[config.mk]
export PLATFORM = sky130hd
export DESIGN_NAME = phy_irq_ctrl
export DESIGN_NICKNAME = d
export VERILOG_FILES = /design/src/pkg/phy_irq_pkg.sv /design/src/rtl/phy_irq_ctrl.sv /design/src/rtl/edge_flag_cell.sv
export SDC_FILE = /design/constraint.sdc
export NUM_CORES = 1
export LEC_CHECK = 0
export BUFFER_PORTS_ARGS = -buffer_cell sky130_fd_sc_hd__buf_4
export CORE_MARGIN = 1.5
export CORE_UTILIZATION = 55
export CTS_BUF_LIST = sky130_fd_sc_hd__clkbuf_8
export CTS_CLUSTER_SIZE = 10
export DETAILED_ROUTE_END_ITERATION = 7
export GPL_TIMING_DRIVEN = 0
export PLACE_DENSITY = 0.78
export RECOVER_POWER = 100
export REMOVE_ABC_BUFFERS = 1
export SLEW_MARGIN = 25
export SYNTH_ARGS = -nofsm -noshare
export SYNTH_HDL_FRONTEND = slang
export SYNTH_SLANG_ARGS = --single-unit
[constraint.sdc]
create_clock -name clk -period 3.5 [get_ports clk]
set_input_delay 0 -clock clk [delete_from_list [all_inputs] [get_ports clk]]
set_output_delay 0 -clock clk [all_outputs]
set_load 0.03 [all_outputs]
[src/pkg/phy_irq_pkg.sv]
// shared constants and types for the phy interrupt and special status block
package phy_irq_pkg;

  // register addresses on the serial management port
  localparam logic [4:0] REG_BASIC_STATUS = 5'h01;
  localparam logic [4:0] REG_AN_EXPANSION = 5'h06;
  localparam logic [4:0] REG_FLAGS        = 5'h1D;
  localparam logic [4:0] REG_MASK         = 5'h1E;
  localparam logic [4:0] REG_SPECIAL      = 5'h1F;

  // source positions in flag and mask registers
  localparam int SRC_LO     = 1;
  localparam int SRC_HI     = 7;
  localparam int SRC_ENERGY = 7;
  localparam int SRC_ANDONE = 6;
  localparam int SRC_RFAULT = 5;
  localparam int SRC_LINKDN = 4;
  localparam int SRC_ACK    = 3;
  localparam int SRC_PDF    = 2;
  localparam int SRC_PAGE   = 1;

  // reset values and per-source release sets, indexed [7:1]
  localparam logic [7:1] MASK_RST         = 7'h00;
  localparam logic [7:1] FLAG_RST         = 7'h40;
  localparam logic [7:1] SRC_FALL_RELEASE = 7'h77;
  localparam logic [7:1] RD_BASIC_CLR     = 7'h18;
  localparam logic [7:1] AN_RESTART_CLR   = 7'h03;
  localparam logic       CODING_RST       = 1'h1;
  localparam logic       SCRAMBLE_RST     = 1'h0;

  // special control/status field positions
  localparam int SCS_AUTODONE  = 12;
  localparam int SCS_CODING    = 6;
  localparam int SCS_SCRAMBLE  = 0;

  // resolved speed and duplex codes
  localparam logic [2:0] SPD_10_HALF  = 3'h1;
  localparam logic [2:0] SPD_10_FULL  = 3'h5;
  localparam logic [2:0] SPD_100_HALF = 3'h2;
  localparam logic [2:0] SPD_100_FULL = 3'h6;

  // energy glitch timing
  localparam int CLK_FREQ_HZ       = 200_000_000;
  localparam int GLITCH_DELAY_MS   = 1000;
  localparam int GLITCH_PULSE_MS   = 256;
  localparam int GLITCH_DELAY_CYC  = (CLK_FREQ_HZ / 1000) * GLITCH_DELAY_MS;
  localparam int GLITCH_PULSE_CYC  = (CLK_FREQ_HZ / 1000) * GLITCH_PULSE_MS;
  localparam int CNT_W             = 28;

  typedef enum logic [2:0] {
    GL_IDLE  = 3'h1,
    GL_WAIT  = 3'h2,
    GL_PULSE = 3'h4
  } glitch_e;

  // source status levels, energy in the top bit
  typedef struct packed {
    logic energy;
    logic an_done;
    logic rfault;
    logic link;
    logic ack;
    logic pdf;
    logic page;
  } src_s;

  typedef struct packed {
    logic        rd;
    logic        wr;
    logic [4:0]  addr;
    logic [15:0] wdata;
  } mgmt_req_s;

  typedef struct packed {
    logic prev;
    logic flag;
  } cell_state_s;

  typedef struct packed {
    logic [7:1]       mask;
    logic             coding_en;
    logic             scramble_off;
    logic [15:0]      rdata;
    logic             hit;
    glitch_e          gl;
    logic [CNT_W-1:0] gl_cnt;
    logic             armed;
    logic             energy_prev;
  } main_state_s;

endpackage : phy_irq_pkg

[src/rtl/phy_irq_ctrl.sv]
// interrupt flags, mask, release modes and special control/status register
`timescale 1ns/1ps
`default_nettype none

// Notes on behaviour
// - mask holds seven enables at bits 7..1, one enables, all reset to zero
// - one active-low interrupt output asserted by enabled events
// - mode input selects primary (0) or alternate (1) release scheme
// - bits 7..1 map energy, an done, fault, link down, ack, pdf, page
// - flags set on rising source edge, link down on falling link status
// - primary: release on source fall (not link down) or flag read; basic status read for some
// - primary: pdf and page also release on expansion read, restart, link down
// - released energy flag gives 256 ms pulse one second after energy loss
// - energy flag reads one right after reset
// - alternate: clearing an asserted mask bit releases the output at once
// - alternate: host removes the source then writes one to the flag
// - alternate: write-one clears only when the release condition holds
// - special register mirrors an done; its read clears nothing
// - coding enable resets to one; zero bypasses 4b5b, mii only
// - three-bit resolved speed and duplex field, read only
// - scrambler disable bit resets to zero, one disables scrambling
// - flag register shows seven latched flags, other bits zero
module phy_irq_ctrl
  import phy_irq_pkg::*;
#(
  parameter int GLITCH_DELAY_CYCLES = GLITCH_DELAY_CYC,
  parameter int GLITCH_PULSE_CYCLES = GLITCH_PULSE_CYC
) (
  input  wire logic       clk,
  input  wire logic       rst,
  input  wire src_s       src,
  input  wire logic       alt_release_mode_select,
  input  wire logic       an_restart,
  input  wire logic [2:0] resolved_speed_duplex,
  input  wire mgmt_req_s  mgmt_req,
  output logic [15:0]     mgmt_rdata,
  output logic            mgmt_hit,
  output logic            irq_out_low,
  output logic            coding_enable,
  output logic            scramble_disable
);

  localparam logic [CNT_W-1:0] DLY_LAST = CNT_W'(GLITCH_DELAY_CYCLES - 1);
  localparam logic [CNT_W-1:0] PLS_LAST = CNT_W'(GLITCH_PULSE_CYCLES - 1);

  main_state_s st_r;
  main_state_s st_nxt;
  logic [7:1]  src_v;
  logic [7:1]  flags;
  logic [7:1]  set_v;
  logic [7:1]  read_clr;
  logic [7:1]  w1c_v;
  logic        rd_flags;
  logic        rd_mask;
  logic        rd_special;
  logic        wr_flags;
  logic        wr_mask;
  logic        wr_special;
  logic        alt_mode;
  logic        glitch_on;

  assign src_v    = src;
  assign alt_mode = alt_release_mode_select;

  // address decode of the management port
  always_comb begin
    rd_flags   = mgmt_req.rd & (mgmt_req.addr == REG_FLAGS);
    rd_mask    = mgmt_req.rd & (mgmt_req.addr == REG_MASK);
    rd_special = mgmt_req.rd & (mgmt_req.addr == REG_SPECIAL);
    wr_flags   = mgmt_req.wr & (mgmt_req.addr == REG_FLAGS);
    wr_mask    = mgmt_req.wr & (mgmt_req.addr == REG_MASK);
    wr_special = mgmt_req.wr & (mgmt_req.addr == REG_SPECIAL);
  end

  // primary-mode release strobes gathered per source
  always_comb begin
    read_clr = '0;
    if (rd_flags) begin
      read_clr = '1;
    end
    if (mgmt_req.rd && mgmt_req.addr == REG_BASIC_STATUS) begin
      read_clr = read_clr | RD_BASIC_CLR;
    end
    if (mgmt_req.rd && mgmt_req.addr == REG_AN_EXPANSION) begin
      read_clr = read_clr | AN_RESTART_CLR;
    end
    if (an_restart || set_v[SRC_LINKDN]) begin
      read_clr = read_clr | AN_RESTART_CLR;
    end
  end

  // alternate-mode write-one strobes, host clears source first
  assign w1c_v = (wr_flags && alt_mode) ? mgmt_req.wdata[7:1] : '0;

  for (genvar i = SRC_LO; i <= SRC_HI; i++) begin : g_flag
    edge_flag_cell #(
      .FALL_SETS   (i == SRC_LINKDN),
      .SRC_RELEASE (SRC_FALL_RELEASE[i]),
      .RESET_FLAG  (FLAG_RST[i])
    ) u_cell (
      .clk      (clk),
      .rst      (rst),
      .src      (src_v[i]),
      .alt_mode (alt_mode),
      .read_clr (read_clr[i]),
      .w1c      (w1c_v[i]),
      .set_evt  (set_v[i]),
      .flag     (flags[i])
    );
  end

  always_comb begin
    st_nxt             = st_r;
    st_nxt.energy_prev = src.energy;
    st_nxt.hit         = mgmt_req.rd & (rd_flags | rd_mask | rd_special);

    if (wr_mask) begin
      st_nxt.mask = mgmt_req.wdata[7:1];
    end
    if (wr_special) begin
      st_nxt.coding_en    = mgmt_req.wdata[SCS_CODING];
      st_nxt.scramble_off = mgmt_req.wdata[SCS_SCRAMBLE];
    end

    if (mgmt_req.rd) begin
      unique case (1'b1)
        rd_flags: begin
          st_nxt.rdata = {8'h00, flags, 1'h0};
        end
        rd_mask: begin
          st_nxt.rdata = {8'h00, st_r.mask, 1'h0};
        end
        rd_special: begin
          st_nxt.rdata = {3'h0, src.an_done, 2'h0, 3'h0, st_r.coding_en, 1'h0,
                          resolved_speed_duplex, 1'h0, st_r.scramble_off};
        end
        default: begin
          st_nxt.rdata = 16'h0000;
        end
      endcase
    end

    // energy flag released by a read while energy is still present
    if (!alt_mode && read_clr[SRC_ENERGY] && flags[SRC_ENERGY] && src.energy
        && st_r.mask[SRC_ENERGY] && !set_v[SRC_ENERGY]) begin
      st_nxt.armed = 1'b1;
    end

    unique case (st_r.gl)
      GL_IDLE: begin
        if (st_r.armed && st_r.energy_prev && !src.energy) begin
          st_nxt.gl     = GL_WAIT;
          st_nxt.gl_cnt = '0;
          st_nxt.armed  = 1'b0;
        end
      end
      GL_WAIT: begin
        st_nxt.gl_cnt = st_r.gl_cnt + 1'b1;
        if (st_r.gl_cnt == DLY_LAST) begin
          st_nxt.gl     = GL_PULSE;
          st_nxt.gl_cnt = '0;
        end
      end
      GL_PULSE: begin
        st_nxt.gl_cnt = st_r.gl_cnt + 1'b1;
        if (st_r.gl_cnt == PLS_LAST) begin
          st_nxt.gl     = GL_IDLE;
          st_nxt.gl_cnt = '0;
        end
      end
      default: begin
        st_nxt.gl     = GL_IDLE;
        st_nxt.gl_cnt = '0;
      end
    endcase

    // a cleared energy mask drops any pending or running glitch
    if (!st_nxt.mask[SRC_ENERGY]) begin
      st_nxt.armed  = 1'b0;
      st_nxt.gl     = GL_IDLE;
      st_nxt.gl_cnt = '0;
    end
  end

  always_ff @(posedge clk) begin
    if (rst) begin
      st_r <= '{mask: MASK_RST, coding_en: CODING_RST, scramble_off: SCRAMBLE_RST,
                rdata: 16'h0000, hit: 1'b0, gl: GL_IDLE, gl_cnt: '0,
                armed: 1'b0, energy_prev: 1'b1};
    end else begin
      st_r <= st_nxt;
    end
  end

  assign glitch_on = (st_r.gl == GL_PULSE) & st_r.mask[SRC_ENERGY];

  // combinational, so a mask clear releases the pin at once
  assign irq_out_low      = ~(|(flags & st_r.mask) | glitch_on);
  assign mgmt_rdata       = st_r.rdata;
  assign mgmt_hit         = st_r.hit;
  assign coding_enable    = st_r.coding_en;
  assign scramble_disable = st_r.scramble_off;
endmodule : phy_irq_ctrl
`default_nettype wire

[src/rtl/edge_flag_cell.sv]
// one latched interrupt source flag with primary and alternate release
`timescale 1ns/1ps
`default_nettype none
module edge_flag_cell
  import phy_irq_pkg::*;
#(
  parameter bit FALL_SETS   = 1'b0,
  parameter bit SRC_RELEASE = 1'b1,
  parameter bit RESET_FLAG  = 1'b0
) (
  input  wire logic clk,
  input  wire logic rst,
  input  wire logic src,
  input  wire logic alt_mode,
  input  wire logic read_clr,
  input  wire logic w1c,
  output logic      set_evt,
  output logic      flag
);

  cell_state_s st_r;
  cell_state_s st_nxt;
  logic        active;
  logic        fall;
  logic        release_evt;

  always_comb begin
    active  = src ^ FALL_SETS;
    set_evt = active & ~st_r.prev;
    fall    = ~active & st_r.prev;
    if (alt_mode) begin
      release_evt = w1c & ~active;
    end else begin
      release_evt = (fall & SRC_RELEASE) | read_clr;
    end
    st_nxt      = st_r;
    st_nxt.prev = active;
    // a new edge beats any release in the same cycle
    if (set_evt) begin
      st_nxt.flag = 1'b1;
    end else if (release_evt) begin
      st_nxt.flag = 1'b0;
    end
  end

  always_ff @(posedge clk) begin
    if (rst) begin
      st_r <= '{prev: RESET_FLAG, flag: RESET_FLAG};
    end else begin
      st_r <= st_nxt;
    end
  end

  assign flag = st_r.flag;

endmodule : edge_flag_cell
`default_nettype wire

Word level (Yosys, flattened, before mapping) --
Index checks and enable logic that the tools add are counted.
Storage, ports and cells: register bits after elaboration 72, input port bits 37, output and inout bits 20, logic and storage cells 147
Cells by class: add/subtract/negate cells 1, equal/unequal tests 13, multiplexer cells 32, bitwise gates (word level) 54, reduce and logical (&&, ||, !) cells 24
Operators with widths (number):
- $pmux 31 s3 | 1
- $mux 31 | 2
- $pmux 13 s3 | 1
- $mux 32 | 1
- $add 28x1->28 const B | 1
- $and 1x1->1 | 28
- $eq 28x26->1 const B | 1
- $eq 28x28->1 const B | 1
- $mux 1 | 21
- $mux 7 | 3
- $not 1->1 | 16
- $eq 5x5->1 const B | 3
- $reduce_bool 2->1 | 6
- $logic_and 1x1->1 | 10
- $or 1x1->1 | 9
- $and 7x7->7 | 1
- $reduce_or 7->1 | 1
- $ne 2x2->1 const B | 3
- $eq 5x1->1 const B | 1
- $eq 5x3->1 const B | 1
- $mux 5 | 1
- $mux 2 | 2
- $reduce_or 2->1 | 2
- $eq 3x1->1 const B | 1
- other kinds (5) | 7

Longest topological paths before layout --
Gate-level depths: netlist of the first run.
depth in word-level cells 11, depth in mapped cells 10, mapped depth without buffers 7

Modules after synthesis --
Synthesis of the first run repeated with hierarchy kept, for this count alone.
Second synthesis, totals: cells, all modules 438, area total of the unflattened synthesis 3811.2 µm²
Modules (own cells, without submodules):
- phy_irq_ctrl | instances 1, cells each 359, area an instance 3104.2 µm², seq. area each 1041.0 µm²
- edge_flag_cell at g_flag[1].u_cell ... | instances 5, cells each 12, area an instance 103.8 µm², seq. area each 40.0 µm²
- edge_flag_cell at g_flag[7].u_cell | instances 1, cells each 11, area an instance 106.4 µm², seq. area each 40.0 µm²
- edge_flag_cell at g_flag[4].u_cell | instances 1, cells each 8, area an instance 81.3 µm², seq. area each 40.0 µm²

Worst setup path after synthesis of the first run --
No wires, ideal clock.
kind register to register, from register st_r[2] in the netlist's numbering, to register st_r[2] in the netlist's numbering, setup time 0.114 ns, data arrival time 1.886 ns, required time 3.386 ns, path slack 1.499 ns, cell stages (with the launch flop) 9, buffers on the path 1, period minus slack after synthesis 2.001 ns, cells stage by stage dfxtp_1 -> ha_1 -> nand3_1 -> or3_4 -> o31ai_4 -> o21ai_4 -> buf_6 -> mux2i_1 -> nor2_1
Between the ends: cells in the longest elaborated chain, start to end 3, elaborated cells between the ends (all ways) 6, classes of those cells 1 x add/sub; 2 x eq/ne; 3 x mux
RTL lines:
- from (decl) | line phy_irq_ctrl.sv:46 | main_state_s st_r;
- from (signal assigned) | line phy_irq_ctrl.sv:187 | st_r <= '{mask: MASK_RST, coding_en: CODING_RST, scramble_off: SCRAMBLE_RST,
- from (signal assigned) | line phy_irq_ctrl.sv:191 | st_r <= st_nxt;
- $add 28x1->28 (tied with other cells) | line phy_irq_ctrl.sv:158, phy_irq_ctrl.sv:165
- $mux 31, on equally long branches | line phy_irq_ctrl.sv:166, phy_irq_ctrl.sv:159
- $pmux 31 s3 (*) | line phy_irq_ctrl.sv:149 | unique case (st_r.gl)
Every way passes the cells marked *; elsewhere a longest branch is shown, timed or not. The select of a mux whose other input is x is not followed. A chain may end at the register's enable or synchronous reset.

Worst setup path after layout of the first run --
from input mgmt_req[19] in the netlist's numbering, to register st_r[11] in the netlist's numbering
Between the ends: cells in the longest elaborated chain, start to end 5
RTL lines:
- from (decl) | line phy_irq_ctrl.sv:35 | input wire mgmt_req_s mgmt_req,
- $eq 5x5->1 | line phy_irq_ctrl.sv:71 | wr_mask = mgmt_req.wr & (mgmt_req.addr == REG_MASK);
- $and 1x1->1 | line phy_irq_ctrl.sv:71
- $mux 7 | line phy_irq_ctrl.sv:117 | if (wr_mask) begin
- $not 1->1 (no line)
- $reduce_or 2->1 (no line)
No other way between the ends.

==> metrics.csv, run 1 <==
metric;value;unit
Iter 0 DRT Violations;180;
Rows;28;
GRT Total Usage;0.2666;
CP Data Arrival Time;3010;ps
max_slew headroom;0.1912;
max-cap violation count;0;
FILL cells;507;
R2R Path End;st_r[29];
via/cell ratio;6.079;
largest net degree at the start of global routing;34;
Starting Density;0.5808;
Clock Path Buffers;2;
core area;6026;µm²
fin nets;501;
Yosys reg bits;65;
crit path to;st_r[11];
static leakage power;0.001247;µW
Skew-Pair Late Insertion Delay;360;ps
CTS tree;built;
Post-synth EDFFs;0;
initial antenna violation count;0;
syn avg cell area;8.313;µm²
Ant. Diodes;0;
IR drop worst, VDD;0.3055;mV
# IOs;57;
Synth area leaders;dfxtp_1 37%, nor2_1 4.9%, nand2_1 4.7%;
distinct cell type count after synthesis;62;
Crit Path Max Fanout;18;
die width;82.77;µm
worst-margin pin slew;1213;ps
Mapped Cells;421;
launch point of the worst path;mgmt_req[19];
Layout area overhead;13.76;%
Fin. Hold Viols;0;
wire per inst;15.78;µm
first-pass GRT wire length;13730;µm
RSZ-0062 raised after global routing;false;
top-area cell type share of the netlist area;0.3718;
Clock Sinks;65;
Setup TNS;0;ps
DR vias;3301;
most used flip-flop cell after synthesis;dfxtp_1;
FF-to-FF Start;st_r[2];
min-delay worst type;primary input to flop;
share of layout cells above drive strength 1;0.1175;
fmax;358.4;MHz
Die Y;82.77;µm
flop-to-flop setup slack;780;ps
DRT Pass-1 Iters;4;
power density of the placed cells;405.6;nW/µm²
WP data required;3720;ps
CP Class;primary input to flop;
Total Wirelength;8570;µm
fin util;0.6607;
Final period util;0.7971;
R2R cell count;7;
fraction of registers with async set/reset;0;
Clock Pin Slew Worst Setup and Hold Paths;80;ps
min Tclk post-route;2790;ps
PostCTS Resize Cnt;0;
Slew Limit Fails;0;
count of final setup violators;0;
Fin Clk Skew;11.85;ps
CTS Buf Count;9;
GP Congestion;0.8676;
critical path launch point type;primary input;
Mapped Area;3500;µm²
PortBufs;41;
Yosys top cell by area;dfxtp_1;
die area;6850;µm²
remaining antenna violation count after routing;0;
htree depth;3;
Seq/Total Area, Yosys;0.3718;
number of global-route vias before repair;2980;
total congestion overflow;0;
yosys synthesis warning count;0;
status;finished, final reports clean;
CP endpoint kind;flop;
Root Buffer;clkbuf_8;
drt drc;0;
HPWL Detailed;5647;µm
==> flip-flops by register name, indices dropped and copies added, names as in the netlist <==
name	flops
coding_enable	1
g_flag.u_cell.flag	7
st_r	39
g_flag.u_cell.st_r	7
scramble_disable	1
mgmt_rdata	9
mgmt_hit	1
==> report_power, final <==
| group | total, µW | internal (µW) | switching (µW) |
|---|---|---|---|
| combinational | 119 | 57.1 | 61.6 |
| sequential | 763 | 752 | 10.1 |
| clock | 733 | 408 | 325 |
| total | 1610 | 1220 | 397 |
==> cells in the final DEF (no fill, tap or decap), types with 2 or more instances in the layout <==
| cell | synthesis | layout |
|---|---|---|
| or4_1 | 5 | 5 |
| o21ai_0 | 8 | 8 |
| a21oi_1 | 10 | 10 |
| or3_1 | 18 | 18 |
| clkbuf_1 | 5 | 21 |
| mux2_2 | 4 | 4 |
| clkinvlp_4 | 0 | 2 |
| o2bb2ai_1 | 4 | 4 |
| dfxtp_1 | 65 | 65 |
| nand3_1 | 33 | 33 |
| nand4_1 | 12 | 13 |
| conb_1 | 1 | 7 |
| inv_6 | 0 | 3 |
| a22oi_1 | 10 | 10 |
| nand2b_1 | 5 | 5 |
| and3_1 | 6 | 6 |
| o211ai_1 | 2 | 2 |
| nor4b_1 | 2 | 2 |
| nor4_1 | 4 | 4 |
| buf_4 | 16 | 20 |
| dlygate4sd3_1 | 0 | 19 |
| nor3_1 | 5 | 6 |
| clkbuf_8 | 1 | 9 |
| nor2b_1 | 9 | 9 |
| bufinv_16 | 0 | 2 |
| a22oi_2 | 2 | 2 |
| a31oi_1 | 25 | 25 |
| a22o_1 | 2 | 2 |
| mux2i_1 | 8 | 8 |
| inv_1 | 5 | 5 |
| nor2_1 | 46 | 46 |
| o21ai_1 | 2 | 2 |
| nand3b_1 | 14 | 14 |
| o22ai_1 | 4 | 4 |
| nand2_1 | 44 | 45 |
| or2_0 | 1 | 3 |
==> synthesized netlist by cell type (2+ instances only) <==
master	n
dfxtp_1	65
nor2_1	46
nand2_1	44
nand3_1	33
a31oi_1	25
or3_1	18
buf_4	16
nand3b_1	14
nand4_1	12
a21oi_1	10
a22oi_1	10
nor2b_1	9
mux2i_1	8
o21ai_0	8
buf_2	7
and3_1	6
buf_6	6
clkbuf_1	5
inv_1	5
nand2b_1	5
nor3_1	5
or4_1	5
mux2_2	4
nor4_1	4
o22ai_1	4
o2bb2ai_1	4
a22o_1	2
a22oi_2	2
nand4_2	2
nor3_2	2
nor4b_1	2
o211ai_1	2
o21ai_1	2
==> through the flow <==
step / power [µW] / hold slack (ps) / instance area [µm²] / setup slack, ps / cells
after floorplan: 828.7 / 66.69 / 3267 / 1317 / 392
after global placement: 878.6 / 176.2 / 3669 / 670.3 / 508
after detailed placement: 881.1 / 181.7 / 3676 / 1121 / 508
after CTS: 1625 / 2.393 / 4091 / 1086 / 543
after global routing: 1673 / 20.64 / 3981 / 397.1 / 543
final: 1615 / 12.34 / 3981 / 710.0 / 543
==> final cells by class <==
| class | instances | area (µm²) | area share |
|---|---|---|---|
| Multi-Input combinational cell | 321 | 1919 | 0.4821 |
| Tap cell | 75 | 93.84 | 0.02357 |
| Clock inverter | 7 | 101.3 | 0.02546 |
| Inverter | 6 | 22.52 | 0.005657 |
| Timing Repair Buffer | 60 | 419.2 | 0.1053 |
| Clock buffer | 9 | 123.9 | 0.03111 |
| Sequential cell | 65 | 1301 | 0.3268 |
==> worst min-delay path by stage <==
stage	startpoint	to	slack (ps)	cells past startpoint
global route	rst	st_r[55]	20	2
floorplan	rst	g_flag[4].u_cell.st_r[1]	70	1
finish	rst	st_r[55]	10	2
global placement	src[3]	g_flag[4].u_cell.st_r[1]	180	2
detailed placement	src[3]	g_flag[4].u_cell.st_r[1]	180	2
CTS	rst	st_r[55]	2	2
==> cells by family after synthesis <==
group                    count (synthesis)  share of synthesized area
AND/OR/NAND/NOR                        219                     0.3393
AO/OA/AOI/OAI                           80                     0.1641
flip-flops                              65                     0.3718
buffers and inverters                   41                    0.07937
multiplexers                            12                    0.03575
XOR/XNOR                                 2                   0.005006
adder cells (fa/ha/maj)                  1                   0.003575
other                                    1                   0.001072
==> layer usage <==
layer  global-route usage  vias to the layer above  wire [µm]
li1                     -                     1611          -
met1               0.3288                     1536       3680
met2               0.4236                      126       4021
met3              0.06374                       28        592
met4               0.1517                        0        276
met5                    0                        -          0
==> what timing repair did <==
action / 4_1_cts / 5_1_grt
hold endpoints to repair: 21 / 0
buffers inserted: 0 / 0
hold buffers: 19 / 0
==> critical path, cell delays in order <==
cell	delay, ps
clkbuf_1	160
nand4_1	250
nor2_1	730
mux2i_1	250
or2_0	720
clkinv_1	210
nand2_1	560
nor2_1	100
Power figures use the tool's default switching activity.
==> run 2, diff against run 1 <==
==> constraint.sdc (replaced) <==
create_clock -name clk -period 2.9 [get_ports clk]
set_input_delay 0 -clock clk [delete_from_list [all_inputs] [get_ports clk]]
set_output_delay 0 -clock clk [all_outputs]
set_load 0.03 [all_outputs]
==> run 2 against run 1 <==
Compared with the run above: total power is 21% higher; clock-buffer cell count did not move; routed wire length fell by 0.35%; via count rose by 1.3%; global-route usage stayed put; sequential cell count stayed put; combinational power rose by 21%; die area did not move; critical path type unchanged.
==> metrics.csv, run 2 (synthesis results as in run 1) <==
metric;value;unit;change
largest net degree at the start of global routing;34;;unchanged
DRT Pass-1 Iters;5;;+1
placed insts;508;;unchanged
initial antenna violation count;0;;unchanged
remaining antenna violation count after routing;0;;unchanged
Placed Area;3676;µm²;unchanged
Multi-input gate area;1919;µm²;unchanged
Hold WS;12.10;ps;-0.2405 ps
wire per inst;15.73;µm;-0.35%
core area;6026;µm²;unchanged
CP Data Arrival Time;2760;ps;-250 ps
Non-Filler Instances;543;;unchanged
max reg flops;39;;unchanged
Slew Limit Fails;0;;unchanged
drt drc;0;;unchanged
first-pass GRT wire length;13730;µm;unchanged
HPWL Detailed;5647;µm;unchanged
most common cell after layout, fill and taps aside;dfxtp_1;;
PostCTS Resize Cnt;0;;unchanged
fin nets;501;;unchanged
share of layout cells above drive strength 1;0.1197;;+0.002137
GP Congestion;0.8676;;unchanged
FILL cells;505;;-0.39%
Biggest register;st_r;;
die area;6850;µm²;unchanged
Fin. Hold Viols;0;;unchanged
Layout area overhead;13.87;%;about the same
most frequent cells in the layout;65 x dfxtp_1, 46 x nor2_1, 44 x nand2_1;;
CTS Buf Count;9;;unchanged
Die Y;82.77;µm;unchanged
via/cell ratio;6.157;;+1.3%
count of final setup violators;0;;unchanged
Clock Path Buffers;2;;unchanged
min Tclk post-route;2525;ps;
power density of the placed cells;489.8;nW/µm²;+21%
CP endpoint kind;flop;;
PortBufs;41;;unchanged
total congestion overflow;0;;unchanged
Fin Clk Skew;12.12;ps;+0.2654 ps
die width;82.77;µm;unchanged
min-delay worst type;primary input to flop;;
CTS tree;built;;
Ant. Diodes;0;;unchanged
status;finished, final reports clean;;
# IOs;57;;unchanged
max-cap violation count;0;;unchanged
min-delay src;rst;;
DR vias;3343;;+1.3%
Rows;28;;unchanged
critical path launch point type;primary input;;
CP Class;primary input to flop;;
Clock Sinks;65;;unchanged
Setup TNS;0;ps;unchanged
fin util;0.6613;;about the same
fmax;396.1;MHz;
Total Wirelength;8540;µm;-0.35%
Iter 0 DRT Violations;191;;+6.1%
Final period util;0.8705;;
Root Buffer;clkbuf_8;;
GRT Total Usage;0.2666;;unchanged
worst-margin pin slew;1016;ps;-196.7 ps
IR drop worst, VDD;0.3692;mV;+21%
htree depth;3;;unchanged
WP data required;3140;ps;-580 ps
post-route cell area;3985;µm²;about the same
number of global-route vias before repair;2980;;unchanged
FF-to-FF Start;st_r[2];;
Reg area;1301;µm²;unchanged
launch point of the worst path;mgmt_req[16];;
static leakage power;0.001256;µW;+0.74%
Crit Path Max Fanout;11;;-7
Clock Pin Slew Worst Setup and Hold Paths;80;ps;about the same
max_slew headroom;0.3210;;+0.1298
RSZ-0062 raised after global routing;false;;
Starting Density;0.5808;;unchanged
Skew-Pair Late Insertion Delay;360;ps;about the same
==> run 2: cell types whose count changed in the layout (fill, tap and decap cells not counted), sizes merged <==
cell,delta
buf,+1
clkbuf,-1
clkinv,-1
inv,+1
==> run 2: worst paths after layout <==
kind,endpoint,slack [ps],depth (start not counted)
max,g_flag[1].u_cell.flag,380,8
min,st_r[55],10,2
max reg2reg,st_r[24],440,7
min reg2reg,mgmt_rdata[3],470,2
==> run 2: stage by stage <==
stage	worst slack [ps]	power [µW]
detailed placement	520.7	1063
finish	375.5	1952
CTS	486.3	1962
floorplan	717.5	1000
global route	184.2	2019
global placement	70.33	1060
==> run 2: layer usage <==
metal,vias up,global-route usage,share of wire
li1,1611,-,-
met1,1551,0.3288,0.43
met2,147,0.4236,0.45
met3,34,0.06374,0.080
met4,0,0.1517,0.037
met5,-,0,0
==> run 2: final cells by class <==
type,count,area share
inverters,6,0.005651
well taps,75,0.02355
clock buffers,9,0.03108
clock inverters,7,0.02543
flip-flops and latches,65,0.3265
repair buffers,60,0.1061
multi-input cells,321,0.4816
==> run 2: timing repair <==
action,4_1_cts,5_1_grt
endpoints found under the hold margin,21,0
setup buffers,0,0
hold buffers,19,0
==> run 2: worst max-delay path: stages <==
cell and delay [ps]:
buf_4 140, nor2b_1 610, nor3b_1 900, nand3b_1 170, nand3b_1 170, o22ai_1 90, o2bb2ai_1 130, dlygate4sd3_1 560
==> run 2: report_power, final <==
group / switching [µW] / internal [µW] / total, µW
clock: 395 / 493 / 887
sequential: 12.1 / 908 / 920
combinational: 74.6 / 69.6 / 144
